## src/core/lpt_map.svh

```systemverilog
// Register offsets, field positions, reset values and timing counts of the panel timing block
`ifndef LPT_MAP_SVH
`define LPT_MAP_SVH

// Register byte offsets
`define LPT_OFF_CTRL      8'h00
`define LPT_OFF_HCOUNT    8'h04
`define LPT_OFF_HSYNC     8'h08
`define LPT_OFF_VTOTAL    8'h0C
`define LPT_OFF_VACTIVE   8'h10
`define LPT_OFF_VSYNC     8'h14
`define LPT_OFF_PMGMT     8'h18
`define LPT_OFF_FBASE     8'h1C
`define LPT_OFF_FBASE_ACT 8'h20
`define LPT_OFF_STATUS    8'h24

// Field positions
`define LPT_CTRL_DON_BIT    0
`define LPT_CTRL_PWR_BIT    4
`define LPT_HTOTAL_LSB      16
`define LPT_HSW_LSB         16
`define LPT_VSW_LSB         16
`define LPT_ONA_LSB         0
`define LPT_ONB_LSB         4
`define LPT_POWER_OFF_DELAY_E_LSB        8
`define LPT_POWER_OFF_DELAY_F_LSB        12
`define LPT_POWER_STATE_LO_BIT        16
`define LPT_POWER_STATE_HI_BIT        17
`define LPT_FEND_BIT        0

// Reset values
`define LPT_RST_HTOTAL   8'h50
`define LPT_RST_HACTIVE  8'h3B
`define LPT_RST_HSW      4'h0
`define LPT_RST_HPOS     8'h46
`define LPT_RST_VTOTAL   11'h287
`define LPT_RST_VACTIVE  11'h27F
`define LPT_RST_VSW      4'h0
`define LPT_RST_VPOS     11'h285
`define LPT_RST_ONA      4'h1
`define LPT_RST_ONB      4'h6
`define LPT_RST_POWER_OFF_DELAY_E     4'h6
`define LPT_RST_POWER_OFF_DELAY_F     4'h1

// Timing counts and bus response codes
`define LPT_DOTS_PER_CHAR 8
`define LPT_VSYNC_OFFSET  2
`define LPT_RESP_OKAY     2'h0
`define LPT_RESP_SLVERR   2'h2

`endif

```

## src/core/lpt_pkg.sv

```systemverilog
// Types shared by the panel timing block
package lpt_pkg;

  // Power sequencer states
  typedef enum logic [2:0] {
    LPT_PWR_IDLE  = 3'b000,
    LPT_PWR_ON_A  = 3'b001,
    LPT_PWR_ON_B  = 3'b010,
    LPT_PWR_RUN   = 3'b011,
    LPT_PWR_OFF_E = 3'b100,
    LPT_PWR_OFF_F = 3'b101
  } lpt_pwr_t;

  typedef logic [31:0] lpt_word_t;

endpackage : lpt_pkg

```

## src/core/lpt_axil_slave.sv

```systemverilog
// AXI4-Lite slave front end of the panel timing registers
`timescale 1ns/10ps
`include "lpt_map.svh"
module lpt_axil_slave #(
  parameter int AW = 8
) (
  // Clock and reset
  input  wire logic              mclk,
  input  wire logic              rstn,
  // Write address and data
  input  wire logic [AW-1:0]     s_axil_awaddr,
  input  wire logic              s_axil_awvalid,
  output logic                   s_axil_awready,
  input  wire lpt_pkg::lpt_word_t s_axil_wdata,
  input  wire logic [3:0]        s_axil_wstrb,
  input  wire logic              s_axil_wvalid,
  output logic                   s_axil_wready,
  // Write response
  output logic [1:0]             s_axil_bresp,
  output logic                   s_axil_bvalid,
  input  wire logic              s_axil_bready,
  // Read address and data
  input  wire logic [AW-1:0]     s_axil_araddr,
  input  wire logic              s_axil_arvalid,
  output logic                   s_axil_arready,
  output lpt_pkg::lpt_word_t     s_axil_rdata,
  output logic [1:0]             s_axil_rresp,
  output logic                   s_axil_rvalid,
  input  wire logic              s_axil_rready,
  // Register file side
  output logic                   wr_pulse,
  output logic [AW-1:0]          wr_addr,
  output lpt_pkg::lpt_word_t     wr_data,
  output logic [3:0]             wr_strb,
  input  wire logic              wr_hit,
  output logic [AW-1:0]          rd_addr,
  input  wire lpt_pkg::lpt_word_t rd_data,
  input  wire logic              rd_hit
);
  import lpt_pkg::*;

  logic aw_held;                      // Address captured, waiting for data
  logic w_held;                       // Data captured, waiting for address

  // Ready only while the half is not held and no response is pending
  assign s_axil_awready = ~aw_held & ~s_axil_bvalid & ~wr_pulse;
  assign s_axil_wready  = ~w_held & ~s_axil_bvalid & ~wr_pulse;
  assign s_axil_arready = ~s_axil_rvalid;
  assign rd_addr        = s_axil_araddr;

  // Write halves taken in either order
  always_ff @(posedge mclk or negedge rstn) begin
    if (!rstn) begin
      aw_held <= 1'b0;
      w_held  <= 1'b0;
      wr_addr <= '0;
      wr_data <= '0;
      wr_strb <= 4'h0;
    end else if (aw_held && w_held) begin
      aw_held <= 1'b0;
      w_held  <= 1'b0;
    end else begin
      if (s_axil_awvalid && s_axil_awready) begin
        aw_held <= 1'b1;
        wr_addr <= s_axil_awaddr;
      end
      if (s_axil_wvalid && s_axil_wready) begin
        w_held  <= 1'b1;
        wr_data <= s_axil_wdata;
        wr_strb <= s_axil_wstrb;
      end
    end
  end

  // One-cycle write strobe once both halves are in
  always_ff @(posedge mclk or negedge rstn) begin
    if (!rstn) begin
      wr_pulse <= 1'b0;
    end else begin
      wr_pulse <= aw_held & w_held;
    end
  end

  // Write response follows the strobe
  always_ff @(posedge mclk or negedge rstn) begin
    if (!rstn) begin
      s_axil_bvalid <= 1'b0;
      s_axil_bresp  <= `LPT_RESP_OKAY;
    end else if (wr_pulse) begin
      s_axil_bvalid <= 1'b1;
      s_axil_bresp  <= wr_hit ? `LPT_RESP_OKAY : `LPT_RESP_SLVERR;
    end else if (s_axil_bready) begin
      s_axil_bvalid <= 1'b0;
    end
  end

  // Read data captured at the address handshake
  always_ff @(posedge mclk or negedge rstn) begin
    if (!rstn) begin
      s_axil_rvalid <= 1'b0;
      s_axil_rdata  <= '0;
      s_axil_rresp  <= `LPT_RESP_OKAY;
    end else if (s_axil_arvalid && s_axil_arready) begin
      s_axil_rvalid <= 1'b1;
      s_axil_rdata  <= rd_hit ? rd_data : '0;
      s_axil_rresp  <= rd_hit ? `LPT_RESP_OKAY : `LPT_RESP_SLVERR;
    end else if (s_axil_rready) begin
      s_axil_rvalid <= 1'b0;
    end
  end

endmodule : lpt_axil_slave

```

## src/core/lpt_top.sv

```systemverilog
// Panel sync timing generator and panel power sequencer
//
// Operation
// - Line length in 8-dot chars minus one
// - Active width in 8-dot chars minus one
// - Hsync width in 8-dot chars minus one
// - Narrowest hsync pulse is eight dots
// - Hsync start from width plus porch, minus one
// - Frame length in lines minus one
// - Visible lines minus one
// - Vsync width in lines minus one
// - Vsync start from visible plus porch, minus two
// - Syncs and RGB run before power control rises
// - After power control falls, wait frames, then stop
// - New frame base applies at next frame end
// - Fetch uses the active copy of the upper fetch base register
`timescale 1ns/10ps
`include "lpt_map.svh"
module lpt_top #(
  parameter int AW = 8,
  parameter int HW = 8,
  parameter int VW = 11,
  parameter int PW = 16
) (
  // Clock and reset
  input  wire logic               mclk,
  input  wire logic               rstn,
  // Register bus
  input  wire logic [AW-1:0]      s_axil_awaddr,
  input  wire logic               s_axil_awvalid,
  output logic                    s_axil_awready,
  input  wire lpt_pkg::lpt_word_t s_axil_wdata,
  input  wire logic [3:0]         s_axil_wstrb,
  input  wire logic               s_axil_wvalid,
  output logic                    s_axil_wready,
  output logic [1:0]              s_axil_bresp,
  output logic                    s_axil_bvalid,
  input  wire logic               s_axil_bready,
  input  wire logic [AW-1:0]      s_axil_araddr,
  input  wire logic               s_axil_arvalid,
  output logic                    s_axil_arready,
  output lpt_pkg::lpt_word_t      s_axil_rdata,
  output logic [1:0]              s_axil_rresp,
  output logic                    s_axil_rvalid,
  input  wire logic               s_axil_rready,
  // Dot clock from the panel side
  input  wire logic               dot_clk,
  // Pixel data from the fetch path
  input  wire logic [PW-1:0]      pix_data,
  output logic [31:0]             fetch_base,
  // Panel pins
  output logic                    lcd_hsync_n,
  output logic                    lcd_vsync_n,
  output logic                    lcd_de,
  output logic [PW-1:0]           lcd_rgb,
  output logic                    panel_power_ctrl,
  output logic                    panel_reset_n,
  // Frame end request
  output logic                    frame_irq
);
  import lpt_pkg::*;

  // Bus side wires
  logic            wr_pulse;
  logic [AW-1:0]   wr_addr;
  lpt_word_t       wr_data;
  logic [3:0]      wr_strb;
  logic            wr_hit;
  logic [AW-1:0]   rd_addr;
  lpt_word_t       rd_data;
  logic            rd_hit;

  // Software registers
  logic [1:0]      ctrl_reg;            // Power enable and display on
  logic [HW-1:0]   h_total_chars;
  logic [HW-1:0]   h_active_chars;
  logic [3:0]      h_sync_width;
  logic [HW-1:0]   h_sync_position;
  logic [VW-1:0]   v_total_lines;
  logic [VW-1:0]   v_active_lines;
  logic [3:0]      v_sync_width;
  logic [VW-1:0]   v_sync_position;
  logic [3:0]      power_on_delay_a;
  logic [3:0]      power_on_delay_b;
  logic [3:0]      power_off_delay_e;
  logic [3:0]      power_off_delay_f;
  logic [31:0]     upper_fetch_base_reg;
  logic            base_pend_reg;       // Written base not yet applied
  logic            frame_end_flag;

  // Timing state
  logic            dclk_s1, dclk_s2, dclk_s3;
  logic            dot_en;
  logic [2:0]      dot_cnt;
  logic [HW-1:0]   hchar_cnt;
  logic [VW-1:0]   line_cnt;
  logic            frame_end;
  logic            line_end;
  logic            tim_run;
  logic            out_en;              // Syncs and RGB driven to panel
  logic            power_state_hi;
  logic            power_state_lo;
  lpt_pwr_t        pwr_reg, pwr_next;
  logic [4:0]      frm_cnt;
  logic [4:0]      frm_goal;
  logic            frm_done;

  // Bus front end
  lpt_axil_slave #(.AW(AW)) u_slave (
    .mclk           (mclk),
    .rstn           (rstn),
    .s_axil_awaddr  (s_axil_awaddr),
    .s_axil_awvalid (s_axil_awvalid),
    .s_axil_awready (s_axil_awready),
    .s_axil_wdata   (s_axil_wdata),
    .s_axil_wstrb   (s_axil_wstrb),
    .s_axil_wvalid  (s_axil_wvalid),
    .s_axil_wready  (s_axil_wready),
    .s_axil_bresp   (s_axil_bresp),
    .s_axil_bvalid  (s_axil_bvalid),
    .s_axil_bready  (s_axil_bready),
    .s_axil_araddr  (s_axil_araddr),
    .s_axil_arvalid (s_axil_arvalid),
    .s_axil_arready (s_axil_arready),
    .s_axil_rdata   (s_axil_rdata),
    .s_axil_rresp   (s_axil_rresp),
    .s_axil_rvalid  (s_axil_rvalid),
    .s_axil_rready  (s_axil_rready),
    .wr_pulse       (wr_pulse),
    .wr_addr        (wr_addr),
    .wr_data        (wr_data),
    .wr_strb        (wr_strb),
    .wr_hit         (wr_hit),
    .rd_addr        (rd_addr),
    .rd_data        (rd_data),
    .rd_hit         (rd_hit)
  );

  // Byte lane merge of a write into an old word
  function automatic lpt_word_t merge(input lpt_word_t old_w, input lpt_word_t new_w,
                                      input logic [3:0] strb);
    lpt_word_t res;
    res = old_w;
    for (int b = 0; b < 4; b++) begin
      if (strb[b]) begin
        res[b*8 +: 8] = new_w[b*8 +: 8];
      end
    end
    return res;
  endfunction : merge

  // Current register images, shared by read and write paths
  lpt_word_t img_ctrl, img_hcnt, img_hsync, img_vtot, img_vact, img_vsync, img_pm;
  always_comb begin
    img_ctrl  = '0;
    img_ctrl[`LPT_CTRL_DON_BIT] = ctrl_reg[0];
    img_ctrl[`LPT_CTRL_PWR_BIT] = ctrl_reg[1];
    img_hcnt  = '0;
    img_hcnt[`LPT_HTOTAL_LSB +: HW] = h_total_chars;
    img_hcnt[HW-1:0]                = h_active_chars;
    img_hsync = '0;
    img_hsync[`LPT_HSW_LSB +: 4]    = h_sync_width;
    img_hsync[HW-1:0]               = h_sync_position;
    img_vtot  = '0;
    img_vtot[VW-1:0]                = v_total_lines;
    img_vact  = '0;
    img_vact[VW-1:0]                = v_active_lines;
    img_vsync = '0;
    img_vsync[`LPT_VSW_LSB +: 4]    = v_sync_width;
    img_vsync[VW-1:0]               = v_sync_position;
    img_pm    = '0;
    img_pm[`LPT_ONA_LSB +: 4]       = power_on_delay_a;
    img_pm[`LPT_ONB_LSB +: 4]       = power_on_delay_b;
    img_pm[`LPT_POWER_OFF_DELAY_E_LSB +: 4]      = power_off_delay_e;
    img_pm[`LPT_POWER_OFF_DELAY_F_LSB +: 4]      = power_off_delay_f;
    img_pm[`LPT_POWER_STATE_LO_BIT]           = power_state_lo;
    img_pm[`LPT_POWER_STATE_HI_BIT]           = power_state_hi;
  end

  // Read decode; unmapped offsets answer with an error
  always_comb begin
    rd_hit  = 1'b1;
    rd_data = '0;
    case (rd_addr)
      `LPT_OFF_CTRL:      rd_data = img_ctrl;
      `LPT_OFF_HCOUNT:    rd_data = img_hcnt;
      `LPT_OFF_HSYNC:     rd_data = img_hsync;
      `LPT_OFF_VTOTAL:    rd_data = img_vtot;
      `LPT_OFF_VACTIVE:   rd_data = img_vact;
      `LPT_OFF_VSYNC:     rd_data = img_vsync;
      `LPT_OFF_PMGMT:     rd_data = img_pm;
      `LPT_OFF_FBASE:     rd_data = upper_fetch_base_reg;
      `LPT_OFF_FBASE_ACT: rd_data = fetch_base;
      `LPT_OFF_STATUS:    rd_data = {31'h0, frame_end_flag};
      default:            rd_hit  = 1'b0;
    endcase
  end

  // Write decode and lane merge; the active base copy is read only
  lpt_word_t wr_word;                   // Addressed image with written lanes
  always_comb begin
    wr_hit  = 1'b1;
    wr_word = '0;
    case (wr_addr)
      `LPT_OFF_CTRL:    wr_word = merge(img_ctrl, wr_data, wr_strb);
      `LPT_OFF_HCOUNT:  wr_word = merge(img_hcnt, wr_data, wr_strb);
      `LPT_OFF_HSYNC:   wr_word = merge(img_hsync, wr_data, wr_strb);
      `LPT_OFF_VTOTAL:  wr_word = merge(img_vtot, wr_data, wr_strb);
      `LPT_OFF_VACTIVE: wr_word = merge(img_vact, wr_data, wr_strb);
      `LPT_OFF_VSYNC:   wr_word = merge(img_vsync, wr_data, wr_strb);
      `LPT_OFF_PMGMT:   wr_word = merge(img_pm, wr_data, wr_strb);
      `LPT_OFF_FBASE, `LPT_OFF_STATUS: wr_hit = 1'b1;
      default:          wr_hit  = 1'b0;
    endcase
  end

  // Timing and power registers; merged word keeps unwritten lanes
  always_ff @(posedge mclk or negedge rstn) begin
    if (!rstn) begin
      ctrl_reg          <= 2'h0;
      h_total_chars     <= `LPT_RST_HTOTAL;
      h_active_chars    <= `LPT_RST_HACTIVE;
      h_sync_width      <= `LPT_RST_HSW;
      h_sync_position   <= `LPT_RST_HPOS;
      v_total_lines     <= `LPT_RST_VTOTAL;
      v_active_lines    <= `LPT_RST_VACTIVE;
      v_sync_width      <= `LPT_RST_VSW;
      v_sync_position   <= `LPT_RST_VPOS;
      power_on_delay_a  <= `LPT_RST_ONA;
      power_on_delay_b  <= `LPT_RST_ONB;
      power_off_delay_e <= `LPT_RST_POWER_OFF_DELAY_E;
      power_off_delay_f <= `LPT_RST_POWER_OFF_DELAY_F;
    end else if (wr_pulse) begin
      case (wr_addr)
        // Start and stop codes only; other values are not guarded
        `LPT_OFF_CTRL: begin
          ctrl_reg[0] <= wr_word[`LPT_CTRL_DON_BIT];
          ctrl_reg[1] <= wr_word[`LPT_CTRL_PWR_BIT];
        end
        `LPT_OFF_HCOUNT: begin
          h_total_chars  <= wr_word[`LPT_HTOTAL_LSB +: HW];
          h_active_chars <= wr_word[HW-1:0];
        end
        `LPT_OFF_HSYNC: begin
          h_sync_width    <= wr_word[`LPT_HSW_LSB +: 4];
          h_sync_position <= wr_word[HW-1:0];
        end
        `LPT_OFF_VTOTAL:  v_total_lines  <= wr_word[VW-1:0];
        `LPT_OFF_VACTIVE: v_active_lines <= wr_word[VW-1:0];
        `LPT_OFF_VSYNC: begin
          v_sync_width    <= wr_word[`LPT_VSW_LSB +: 4];
          v_sync_position <= wr_word[VW-1:0];
        end
        `LPT_OFF_PMGMT: begin
          power_on_delay_a  <= wr_word[`LPT_ONA_LSB +: 4];
          power_on_delay_b  <= wr_word[`LPT_ONB_LSB +: 4];
          power_off_delay_e <= wr_word[`LPT_POWER_OFF_DELAY_E_LSB +: 4];
          power_off_delay_f <= wr_word[`LPT_POWER_OFF_DELAY_F_LSB +: 4];
        end
        default: ;
      endcase
    end
  end

  // Frame base: software copy plus pending mark
  always_ff @(posedge mclk or negedge rstn) begin
    if (!rstn) begin
      upper_fetch_base_reg <= 32'h0;
      base_pend_reg        <= 1'b0;
    end else if (wr_pulse && wr_addr == `LPT_OFF_FBASE) begin
      upper_fetch_base_reg <= merge(upper_fetch_base_reg, wr_data, wr_strb);
      base_pend_reg        <= 1'b1;
    end else if (frame_end) begin
      base_pend_reg        <= 1'b0;
    end
  end

  // Active base moves only at a frame end, never mid-frame
  always_ff @(posedge mclk or negedge rstn) begin
    if (!rstn) begin
      fetch_base <= 32'h0;
    end else if (frame_end && base_pend_reg) begin
      fetch_base <= upper_fetch_base_reg;
    end
  end

  // Sticky frame end flag; a new frame end beats the clear
  always_ff @(posedge mclk or negedge rstn) begin
    if (!rstn) begin
      frame_end_flag <= 1'b0;
      frame_irq      <= 1'b0;
    end else begin
      if (frame_end) begin
        frame_end_flag <= 1'b1;
        frame_irq      <= 1'b1;
      end else if (wr_pulse && wr_addr == `LPT_OFF_STATUS && wr_strb[0]
                   && wr_data[`LPT_FEND_BIT]) begin
        frame_end_flag <= 1'b0;
        frame_irq      <= 1'b0;
      end
    end
  end

  // Dot clock synchroniser; the second and third stages feed the edge detect
  always_ff @(posedge mclk or negedge rstn) begin
    if (!rstn) begin
      dclk_s1 <= 1'b0;
      dclk_s2 <= 1'b0;
      dclk_s3 <= 1'b0;
    end else begin
      dclk_s1 <= dot_clk;
      dclk_s2 <= dclk_s1;
      dclk_s3 <= dclk_s2;
    end
  end
  assign dot_en = dclk_s2 & ~dclk_s3;

  // Counters advance on each dot and in eight-dot chars
  assign line_end  = dot_en && dot_cnt == 3'(`LPT_DOTS_PER_CHAR - 1)
                     && hchar_cnt == h_total_chars;
  assign frame_end = line_end && line_cnt == v_total_lines;
  assign tim_run   = pwr_reg != LPT_PWR_IDLE;

  // Dot and char position within the line
  always_ff @(posedge mclk or negedge rstn) begin
    if (!rstn) begin
      dot_cnt   <= 3'h0;
      hchar_cnt <= '0;
    end else if (!tim_run) begin
      dot_cnt   <= 3'h0;
      hchar_cnt <= '0;
    end else if (dot_en) begin
      dot_cnt <= dot_cnt + 3'h1;
      if (dot_cnt == 3'(`LPT_DOTS_PER_CHAR - 1)) begin
        hchar_cnt <= line_end ? '0 : hchar_cnt + 1'b1;
      end
    end
  end

  // Line position within the frame
  always_ff @(posedge mclk or negedge rstn) begin
    if (!rstn) begin
      line_cnt <= '0;
    end else if (!tim_run) begin
      line_cnt <= '0;
    end else if (line_end) begin
      line_cnt <= frame_end ? '0 : line_cnt + 1'b1;
    end
  end

  // Panel outputs, all from flops; held idle while output is stopped
  logic h_vis, v_vis, h_sync_on, v_sync_on;
  logic [HW:0] hs_start;
  logic [VW:0] vs_start;
  assign hs_start  = {1'b0, h_sync_position} + 1'b1;
  assign vs_start  = {1'b0, v_sync_position} + (VW+1)'(`LPT_VSYNC_OFFSET);
  assign h_vis     = hchar_cnt <= h_active_chars;
  assign v_vis     = line_cnt <= v_active_lines;
  // Whole chars only, so a zero width still gives eight dots
  assign h_sync_on = {1'b0, hchar_cnt} >= hs_start
                     && {1'b0, hchar_cnt} <= hs_start + (HW+1)'(h_sync_width);
  assign v_sync_on = {1'b0, line_cnt} >= vs_start
                     && {1'b0, line_cnt} <= vs_start + (VW+1)'(v_sync_width);

  always_ff @(posedge mclk or negedge rstn) begin
    if (!rstn) begin
      lcd_hsync_n <= 1'b1;
      lcd_vsync_n <= 1'b1;
      lcd_de      <= 1'b0;
      lcd_rgb     <= '0;
    end else begin
      lcd_hsync_n <= ~(out_en & h_sync_on);
      lcd_vsync_n <= ~(out_en & v_sync_on);
      lcd_de      <= out_en & h_vis & v_vis;
      lcd_rgb     <= (out_en & h_vis & v_vis) ? pix_data : '0;
    end
  end

  // Frame counting for the power delays; goal is field plus one frames
  assign frm_done = frame_end && frm_cnt == frm_goal;
  always_comb begin
    case (pwr_reg)
      LPT_PWR_ON_A:  frm_goal = {1'b0, power_on_delay_a};
      LPT_PWR_ON_B:  frm_goal = {1'b0, power_on_delay_b};
      LPT_PWR_OFF_E: frm_goal = {1'b0, power_off_delay_e};
      LPT_PWR_OFF_F: frm_goal = {1'b0, power_off_delay_f};
      default:       frm_goal = 5'h0;
    endcase
  end

  always_ff @(posedge mclk or negedge rstn) begin
    if (!rstn) begin
      frm_cnt <= 5'h0;
    end else if (pwr_reg != pwr_next) begin
      frm_cnt <= 5'h0;
    end else if (frame_end) begin
      frm_cnt <= frm_cnt + 5'h1;
    end
  end

  // Power sequence steps
  always_comb begin
    pwr_next = pwr_reg;
    case (pwr_reg)
      LPT_PWR_IDLE:  if (ctrl_reg[0]) pwr_next = LPT_PWR_ON_A;
      LPT_PWR_ON_A:  if (frm_done) pwr_next = LPT_PWR_ON_B;
      LPT_PWR_ON_B:  if (frm_done) pwr_next = LPT_PWR_RUN;
      LPT_PWR_RUN:   if (!ctrl_reg[0]) pwr_next = LPT_PWR_OFF_E;
      LPT_PWR_OFF_E: if (frm_done) pwr_next = LPT_PWR_OFF_F;
      LPT_PWR_OFF_F: if (frm_done) pwr_next = LPT_PWR_IDLE;
      default:       pwr_next = LPT_PWR_IDLE;
    endcase
  end

  always_ff @(posedge mclk or negedge rstn) begin
    if (!rstn) begin
      pwr_reg <= LPT_PWR_IDLE;
    end else begin
      pwr_reg <= pwr_next;
    end
  end

  // Pin levels per step; power control rises after output runs and reset is released
  always_ff @(posedge mclk or negedge rstn) begin
    if (!rstn) begin
      out_en           <= 1'b0;
      panel_power_ctrl <= 1'b0;
      panel_reset_n    <= 1'b0;
      power_state_lo   <= 1'b0;
      power_state_hi   <= 1'b0;
    end else begin
      out_en           <= pwr_next inside {LPT_PWR_ON_B, LPT_PWR_RUN, LPT_PWR_OFF_E};
      panel_power_ctrl <= pwr_next == LPT_PWR_RUN && out_en && panel_reset_n;
      panel_reset_n    <= pwr_next inside {LPT_PWR_RUN, LPT_PWR_OFF_E};
      power_state_lo   <= pwr_next inside {LPT_PWR_ON_B, LPT_PWR_RUN, LPT_PWR_OFF_E};
      power_state_hi   <= pwr_next == LPT_PWR_RUN;
    end
  end

endmodule : lpt_top

```

## config.mk

```make
export PLATFORM = sky130hd
export DESIGN_NAME = lpt_top
export DESIGN_NICKNAME = d
export VERILOG_FILES = /design/src/core/lpt_pkg.sv /design/src/core/lpt_axil_slave.sv /design/src/core/lpt_top.sv
export VERILOG_INCLUDE_DIRS = /design/src /design/src/core
export SDC_FILE = /design/constraint.sdc
export NUM_CORES = 1
export LEC_CHECK = 0
export BUFFER_PORTS_ARGS = -buffer_cell sky130_fd_sc_hd__clkbuf_2
export CAP_MARGIN = 20
export CELL_PAD_IN_SITES_DETAIL_PLACEMENT = 1
export CELL_PAD_IN_SITES_GLOBAL_PLACEMENT = 2
export CORE_MARGIN = 4
export CORE_UTILIZATION = 40
export CTS_BUF_LIST = sky130_fd_sc_hd__clkbuf_4
export DETAILED_ROUTE_END_ITERATION = 10
export PLACE_DENSITY_LB_ADDON = 0.05
export SYNTH_ARGS = -nofsm -noshare
export SYNTH_HDL_FRONTEND = slang
export SYNTH_SLANG_ARGS = --single-unit
```

## constraint.sdc

```tcl
create_clock -name mclk -period 3.6 [get_ports mclk]
set_input_delay 0.54 -clock mclk [delete_from_list [all_inputs] [get_ports mclk]]
set_output_delay 0.54 -clock mclk [all_outputs]
set_load 0.02 [all_outputs]
```

Yosys cells after proc, flatten, opt, wreduce, memory -nomap -nowiden
Cells that the tools add are included.
W data, S select, Z words.
- add/subtract/negate cells: 8
- $lt $le $gt $ge: 6
- equality and inequality tests: 35
- mux-type cells: 56
- bitwise operators: 19
- reductions and logical operators: 48
- operator list (cell ; number):
    $pmux W32 S10 ; 1
    $mux W8 ; 21
    $pmux W24 S6 ; 1
    $eq A8 B5 Y1 const B ; 8
    $mux W11 ; 3
    $eq A8 B4 Y1 const B ; 4
    $mux W32 ; 1
    $reduce_and A2 Y1 ; 14
    $eq A8 B6 Y1 const B ; 3
    $mux W3 ; 8
    $pmux W3 S6 ; 1
    $logic_and A1 B1 Y1 ; 17
    $eq A8 B3 Y1 const B ; 2
    $logic_not A8 Y1 ; 2
    $mux W16 ; 1
    $pmux W4 S4 ; 1
    $reduce_bool A2 Y1 ; 8
    $mux W1 ; 14
    $add A11 B2 Y12 const B ; 1
    $add A12 B4 Y12 ; 1
    $eq A3 B2 Y1 const B ; 4
    $eq A3 B3 Y1 const B ; 4
    $ge A11 B12 Y1 ; 1
    $le A11 B12 Y1 ; 1
    26 further kinds ; 50
- bits in registers: 290
- bits of input ports: 76
- output and inout bits: 95
- logic and storage cells: 221

Longest topological paths before layout
Gate-level depths: netlist of run 1.
- word-level depth: 11
- depth in mapped cells: 14
- depth with buffers taken out: 14

Hierarchy
From an unflattened synthesis of run 1, not the netlist that was laid out.
- cells, all modules: 1506
- area total of the unflattened synthesis: 15810.2 sq um
- by module, submodules not included (module ; instances ; cells each ; area an instance (sq um) ; sequential area each (sq um)):
    lpt_top ; 1 ; 1242 ; 12378.1 ; 5173.7
    lpt_axil_slave ; 1 ; 264 ; 3432.0 ; 2077.0

Least setup slack after synthesis of run 1
Ideal clock, no wire load.
- path kind: reg2reg
- start point: register v_sync_position[1]
- end point: register lcd_vsync_n
- library setup time: 103 ps
- data arrival time: 2829 ps
- data required time: 3497 ps
- setup slack: 668 ps
- cell stages (with the launch flop): 15
- path buffers: 0
- period minus slack after synthesis: 2932 ps
- path through: dfrtp_1 ha_1 xor2_1 ha_1 inv_1 o21bai_1 nand2b_1 xnor2_1 ha_1 a21o_1 a21o_1 a21oi_1 o21ai_0 a221oi_1 o311ai_0
- cells in the longest elaborated chain, start to end: 6
- elaborated cells between the ends (all ways): 7
- those cells by class: add/sub: 2; order compare: 2; bitwise: 2; reduce/logical: 1
- RTL lines (element ; RTL line ; source):
    from (decl) ; lpt_top.sv:82 ; logic [VW-1:0] v_sync_position;
    from (signal assigned) ; lpt_top.sv:228 ; v_sync_position <= `LPT_RST_VPOS;
    from (signal assigned) ; lpt_top.sv:252 ; v_sync_position <= wr_word[VW-1:0];
    $add A11 B2 Y12 * ; lpt_top.sv:356 ; assign vs_start = {1'b0, v_sync_position} + (VW+1)'(`LPT_VSYNC_OFFSET);
    $add A12 B4 Y12 ; lpt_top.sv:363 ; && {1'b0, line_cnt} <= vs_start + (VW+1)'(v_sync_width);
    $le A11 B12 Y1 ; lpt_top.sv:363 ;
    $logic_and A1 B1 Y1 * ; lpt_top.sv:363 ;
    $and A1 B1 Y1 * ; lpt_top.sv:373 ; lcd_vsync_n <= ~(out_en & v_sync_on);
    $not A1 Y1 * ; lpt_top.sv:373 ;
    to (signal assigned) ; lpt_top.sv:373 ;
    to (decl) ; lpt_top.sv:53 ; output logic lcd_vsync_n,
Mark *: on every way between the ends. The rest lies on a longest branch, timed or not.
A chain may end at the register's enable or synchronous reset.

Worst setup path after layout of run 1
- start point: register v_sync_position[0]
- end point: register lcd_vsync_n
Same word-level chain as after synthesis.

==> flow_metrics.tcl, run 1 <==
set metrics [dict create \
    insertion_delay_ns 0.79 \
    syn_inst 1422 \
    worstSetupPathType "register to register" \
    synth_async_sr_flop_share 1.000 \
    fmax_mhz 303.7 \
    clkSlewWorstSetupHoldPaths_ns 0.07 \
    drive_above_1_share 0.3128 \
    synth-edff-count 0 \
    syn_to_final_growth_pct 23.12 \
    die_w_um 202.8 \
    ys_seq_elements 288 \
    fin_area_sq_mm 0.01868 \
    comb_power_share 0.263 \
    final_cell_mix "dfrtp_1 (253), clkbuf_2 (167), mux2_2 (146)" \
    row_count 71 \
    viasPerCell 5.530 \
    power.leakage_nw 8.737 \
    switching_share 0.3645 \
    cts_buffers 82 \
    hold_viol 0 \
    pwr-share-clk 0.314 \
    cts_sinks 288 \
    wirelength_mm 54.57 \
    io_pins 171 \
    cts.path.max_buffers 3 \
    tns_ns 0 \
    hold_path.class "input port to register" \
    drtIter0Drc 936 \
    place_hpwl_mm 40.35 \
    syn_area_sq_mm 0.01517 \
    initial_core_util 0.4037 \
    status "completed" \
    peakVddDrop_v 0.0005527 \
    yosys_warnings 0 \
    nets 1881 \
    coreArea_sq_mm 0.03758 \
    cp-start-kind "register" \
    relSlewSlack 0.3487 \
    min_period_over_period 0.9146 \
    cts_tree "yes" \
    synthDistinctLibCells 72 \
    clockRootBuffer "clkbuf_4" \
    fill_cells 4198 \
    cts_max_level 3 \
    fp.dieH_um 202.8 \
    powerDensity_mw_per_mm2 555.2 \
    multiInputGateArea_sq_mm 0.007507 \
    crit_required_ns 4.28 \
    p_sw_mw 3.780 \
    grt_pass1_wl_mm 83.91 \
    worst_ep_arrival_time_ns 3.97 \
    ant_nets 0 \
    slew_viol_final 0 \
    wire_per_inst_um 23.57 \
    first_pass_iters 5 \
    period_needed_ns 3.293 \
    maxCapViolCount 0 \
    syn_area_per_cell_sq_um 10.67 \
    synthFlopType "dfrtp_1" \
    cp-end-kind "register" \
    seqPwrFrac 0.423 \
    drc 0 \
    dieArea_sq_mm 0.04111 \
    seq_area_sq_mm 0.007251 \
    intPower_mw 6.591 \
    rsz0062_at_grt "false" \
    setup_viol 0 \
    grt_pass1_vias 13560 \
    antenna_found_initial 3 \
    grt_max_degree 87 \
    gp_congestion 0.9093 \
    track_usage 0.2660 \
    vias 12800 \
    tightest_slew_ns 0.9769 \
    final_core_util 0.4971 \
    grt_overflow 0 \
    crit_path_max_fanout 5 \
    portBuffers 168 \
    skew_ns 0.05192 \
    yosysSeqAreaShare 0.4779 \
    layout_commonest_cell "dfrtp_1" \
    place_area_sq_mm 0.01690 \
]
-- worst max-delay path, cell delays in order (launching register included) --
cell	delay, ns
dfstp_2	0.57
ha_1	0.20
inv_1	0.07
fa_1	0.40
inv_1	0.07
a21oi_1	0.06
o21bai_1	0.34
nand2_1	0.12
xnor2_1	0.14
ha_1	0.30
a21o_1	0.17
a21oi_1	0.15
o21ai_0	0.12
a221oi_1	0.27
o311ai_0	0.19
-- Yosys cell counts (3+ instances only) --
cell type  number  area [sq um]
nor4b_1         3         26.28
or3_1           3         18.77
mux2i_1        26         260.3
nand3_1        39         195.2
mux2_1          3         33.78
xnor2_1        24         210.2
a21o_1         21         157.7
buf_4           5         37.54
a21oi_1        67         335.3
o21ai_0        96         480.5
a211oi_1        9         67.56
a32oi_1         5         43.79
nor2_1         90         337.8
nor3_1         19         95.09
nor3b_1        18         135.1
o21ai_1         3         15.01
clkbuf_1       54         202.7
inv_1          44         165.2
o21a_1         10         75.07
xor2_1         48         420.4
a22oi_1        30         225.2
o22ai_1         4         25.02
o32ai_1         3         26.28
a221oi_1        9         78.83
dfrtp_1       253          6331
nand2b_1        7         43.79
nand3b_1        5         37.54
o21bai_1        4         30.03
mux2_2        146          1644
a222oi_1       24         240.2
buf_1           3         11.26
a31oi_1         3         18.77
nor4bb_1        5         50.05
nand4_1        19         118.9
a221o_1         3         30.03
and3_1         10         62.56
nand2_1       132         495.5
dfstp_2        35         919.6
and2_1          6         37.54
nor2b_1        15         93.84
nor4_1          6         37.54
ha_1           72         900.9
buf_2           4         20.02
-- per-layer routing --
metal,part of all wire,up-vias,track usage
met5,0.00020,-,0
met2,0.49,366,0.4428
met1,0.43,6473,0.3469
met3,0.052,109,0.05303
li1,-,5851,-
met4,0.034,2,0.09554
-- stage by stage --
stage / setup WS (ns) / hold WS (ns) / power (mW) / std cells
after floorplan: 0.6680 / 0.2444 / 5.870 / 1423
after global placement: 0.4020 / 0.3324 / 7.014 / 2093
after detailed placement: 0.2336 / 0.3362 / 7.085 / 2093
after CTS: 0.2297 / 0.1399 / 10.45 / 2311
after global routing: 0.07445 / 0.1487 / 11.00 / 2313
final: 0.3074 / 0.2096 / 10.37 / 2315
-- timing repair --
action,4_1_cts,5_1_grt
resized for setup,0,1
hold endpoints to repair,119,0
hold buffers,65,0
buffers inserted,0,0
setup endpoints to repair,0,1
-- path summary, 6_finish.rpt --
kind	depth (start not counted)	slack, ns	from	to
min	3	0.21	s_axil_arvalid	u_slave.s_axil_rresp[1]
min in group asynchronous	2	0.37	rstn	line_cnt[9]
max in group asynchronous	3	2.27	rstn	h_total_chars[4]
max	14	0.31	v_sync_position[0]	lcd_vsync_n
max reg2reg	14	0.31	v_sync_position[0]	lcd_vsync_n
min reg2reg	0	0.36	dclk_s1	dclk_s2
-- power groups by stage --
stage               sequential [mW]  combinational [mW]  clock [mW]
floorplan                      4.04                1.83           0
global placement               4.41                2.60           0
detailed placement             4.43                2.65           0
CTS                            4.37                2.72        3.36
global route                   4.45                2.98        3.57
finish                         4.39                2.73        3.26
-- kinds of logic (layout without fill, tap and decap cells) --
group | Yosys count | count (layout) | synth area share
AOI/OAI and AO/OA | 312 | 312 | 0.1351
xor gates and xnor gates | 72 | 72 | 0.04157
adders and majority gates | 74 | 74 | 0.06202
buffers and inverters | 110 | 487 | 0.02878
DFF | 288 | 288 | 0.4779
muxes | 176 | 176 | 0.1287
other | 1 | 6 | 0.0002472
and+or+nand+nor | 389 | 389 | 0.1256
-- cell type report --
class | instances | share of cell area
clock buffers | 133 | 0.05346
flip-flops and latches | 288 | 0.3882
clock inverters | 20 | 0.006163
repair buffers | 290 | 0.1066
well taps | 511 | 0.03423
diodes | 4 | 0.0005359
inverters | 44 | 0.008842
multi-input cells | 1025 | 0.4019
(Power assumes the default switching activity.)
==> run 2: changes to the inputs <==
--- a/config.mk
+++ b/config.mk
@@ -6,12 +6,13 @@
 export SDC_FILE = /design/constraint.sdc
 export NUM_CORES = 1
 export LEC_CHECK = 0
+export ABC_AREA = 1
 export BUFFER_PORTS_ARGS = -buffer_cell sky130_fd_sc_hd__clkbuf_2
 export CAP_MARGIN = 20
 export CELL_PAD_IN_SITES_DETAIL_PLACEMENT = 1
 export CELL_PAD_IN_SITES_GLOBAL_PLACEMENT = 2
 export CORE_MARGIN = 4
-export CORE_UTILIZATION = 40
+export CORE_UTILIZATION = 37
 export CTS_BUF_LIST = sky130_fd_sc_hd__clkbuf_4
 export DETAILED_ROUTE_END_ITERATION = 10
 export PLACE_DENSITY_LB_ADDON = 0.05
==> run 2 against run 1 <==
Against the previous run: synthesized cell count increased by 26%; critical path depth increased by 2; sequential cell count unchanged; non-clock buffer count decreased by 17; setup slack got worse by 0.017 ns; global-route usage decreased by 0.93 points; first-iteration DRC count decreased by 12%; final cell count increased by 17%; via count increased by 11%; clock power increased by 3%.
==> flow_metrics.tcl, run 2 <==
set metrics [dict create \
    status "completed" \
    drive_above_1_share 0.2142 \
    vias 14180 \
    min_period_over_period 0.9194 \
    ys_seq_elements 288 \
    powerDensity_mw_per_mm2 520.6 \
    grt_overflow 0 \
    maxCapViolCount 0 \
    yosys_warnings 0 \
    worstSetupPathType "register to register" \
    first_pass_iters 5 \
    cp-end-kind "register" \
    rsz0062_at_grt "false" \
    crit_path_max_fanout 4 \
    skew_ns 0.05009 \
    cts_max_level 3 \
    synth.top_cells.by_area "dfrtp_1 (42%), nand2_1 (9.8%), dfstp_2 (6.1%), o21ai_0 (6.0%), ha_1 (5.9%)" \
    wirelength_mm 56.95 \
    syn_to_final_growth_pct 22.78 \
    grt_pass1_wl_mm 88.17 \
    relSlewSlack 0.4265 \
    syn_area_per_cell_sq_um 8.455 \
    period_needed_ns 3.310 \
    fp.dieH_um 210.5 \
    track_usage 0.2567 \
    worst_ep_arrival_time_ns 4.03 \
    syn_inst 1794 \
    fin_area_sq_mm 0.01862 \
    fmax_mhz 302.1 \
    viasPerCell 5.255 \
    final_cell_mix "nand2_1 (391), dfrtp_1 (253), inv_1 (219)" \
    cts_buffers 84 \
    synth_async_sr_flop_share 1.000 \
    rr_startpoint "h_sync_position[1]" \
    io_pins 171 \
    wire_per_inst_um 21.10 \
    hold_end "u_slave.wr_data[3]" \
    tns_ns 0 \
    layout_commonest_cell "nand2_1" \
    yosysTopAreaCellShare 0.4174 \
    grt_pass1_vias 14880 \
    gp_congestion 0.9290 \
    cp-start-kind "register" \
    path_delay_family "compound AO/OA/AOI/OAI gates" \
    place_hpwl_mm 42.94 \
    yosysSeqAreaShare 0.4780 \
    hp-start "s_axil_wdata[3]" \
    row_count 73 \
    peakVddDrop_v 0.0004251 \
    dieArea_sq_mm 0.04430 \
    drtIter0Drc 820 \
    cts_tree "yes" \
    hold_path.class "input port to register" \
    clkSlewWorstSetupHoldPaths_ns 0.07 \
    power.leakage_nw 8.986 \
    path_cells "inv_1 -> nor3_2 -> xor2_1 -> inv_1 -> ha_1 -> a21oi_1 -> inv_1 -> a31oi_1 -> xnor2_1 -> ha_1 -> nand2_1 -> o221a_2 -> o21ai_0 -> a21o_1 -> o211ai_1 -> o211ai_1" \
    coreArea_sq_mm 0.04010 \
    clockRootBuffer "clkbuf_4" \
    antenna_found_initial 2 \
    die_w_um 210.5 \
    place_area_sq_mm 0.01684 \
    crit_required_ns 4.32 \
    slew_viol_final 0 \
    rr_worst_depth 16 \
    r2r_slack_ns 0.29 \
    yosysMostFrequentCell "nand2_1" \
    drc 0 \
    ys_top_cells_by_count "nand2_1 (394), dfrtp_1 (253), inv_1 (219), o21ai_0 (182), nor2_1 (129)" \
    synth-edff-count 0 \
    nets 2254 \
    insertion_delay_ns 0.80 \
    path_buf_inv 3 \
    synthFlopType "dfrtp_1" \
    min_path_cells 3 \
    cts.path.max_buffers 3 \
    synthDistinctLibCells 58 \
    grt_max_degree 85 \
    ant_nets 0 \
    setup_viol 0 \
    post_cts_buffers 0 \
    initial_core_util 0.3783 \
    cp_slowest_cell "dfstp_2" \
    hold_viol 0 \
    portBuffers 168 \
    crit_top_cell "inv_1" \
    cts_sinks 288 \
    r2r-end "lcd_hsync_n" \
    tightest_slew_ns 0.8546 \
    worst_path_largest_cell_delay_ns 0.55 \
    synth_top_area_cell "dfrtp_1" \
    syn_area_sq_mm 0.01517 \
]
## run 2: cell types whose count changed after synthesis, moves of 32 or more
| cell | previous run | this run |
|---|---|---|
| nand2_1 | 132 | 394 |
| inv_1 | 44 | 219 |
| mux2_2 | 146 | 35 |
| a21oi_1 | 67 | 105 |
| o21ai_0 | 96 | 182 |
| o22ai_1 | 4 | 36 |
| nor2_1 | 90 | 129 |
## run 2: worst register-to-register path: stages, from the launching register on
cell	delay [ns]
dfstp_2	0.55
inv_1	0.08
nor3_2	0.24
xor2_1	0.24
inv_1	0.07
ha_1	0.34
a21oi_1	0.14
inv_1	0.05
a31oi_1	0.23
xnor2_1	0.12
ha_1	0.33
nand2_1	0.08
o221a_2	0.28
o21ai_0	0.17
a21o_1	0.13
o211ai_1	0.08
o211ai_1	0.11
## run 2: routing by layer
| layer | share of wire | vias to the layer above | track usage |
|---|---|---|---|
| li1 | - | 6657 | - |
| met1 | 0.47 | 7055 | 0.3636 |
| met2 | 0.46 | 381 | 0.4056 |
| met3 | 0.054 | 91 | 0.05001 |
| met4 | 0.022 | 0 | 0.06953 |
| met5 | 0 | - | 0 |
## run 2: worst max-delay path by stage
stage	start	end	slack, ns	depth (start not counted)
5_1_grt	h_sync_position[2]	lcd_hsync_n	0.06	16
6_report	h_sync_position[1]	lcd_hsync_n	0.29	16
3_5_place_dp	h_sync_position[1]	lcd_hsync_n	0.20	16
2_1_floorplan	h_sync_position[2]	lcd_hsync_n	0.61	16
3_3_place_gp	h_sync_position[2]	lcd_hsync_n	0.29	16
4_1_cts	h_sync_position[1]	lcd_hsync_n	0.21	16
## run 2: power breakdown
| group | switching (mW) | leakage [nW] | internal, mW | total (mW) |
|---|---|---|---|---|
| Combinational | 1.45 | 4.54 | 0.743 | 2.19 |
| Clock | 1.51 | 0.689 | 1.86 | 3.37 |
| Sequential | 0.410 | 3.76 | 3.72 | 4.13 |
## run 2: timing repair
item	4_1_cts	5_1_grt
hold buffers	63	0
setup endpoints to repair	0	1
hold endpoints to repair	131	0
resized for setup	0	1
## run 2: stage by stage
stage	setup WS, ns	util	total power, mW	cells	hold slack, ns
global route	0.06005	0.4645	10.28	2699	0.02216
global placement	0.2890	0.4199	6.242	2480	0.3381
detailed placement	0.1971	0.4199	6.302	2480	0.3434
finish	0.2902	0.4645	9.696	2699	0.08099
floorplan	0.6073	-	5.335	1795	0.2444
CTS	0.2060	0.4642	9.789	2696	0.008587
## run 2: kinds of logic (layout without fill, tap and decap cells)
logic type	count (synthesis)	after routing	share of synthesized area
xor gates and xnor gates	44	44	0.02541
DFF	288	288	0.4780
muxes	35	35	0.02598
AOI/OAI and AO/OA	407	407	0.1541
other	1	5	0.0002472
adders and majority gates	74	74	0.06203
and+or+nand+nor	664	664	0.1835
buffers and inverters	281	657	0.07077
## run 2: final cells by class
cell class                 count  area [sq um]
fill                        4873         21470
sequential                   288          7251
multi-input combinational   1226          6862
timing repair buffer         273          1834
clock buffer                 138          1036
inverter                     231         868.3
tap                          525         656.9
clock inverter                15         108.9
antenna                        3         7.507
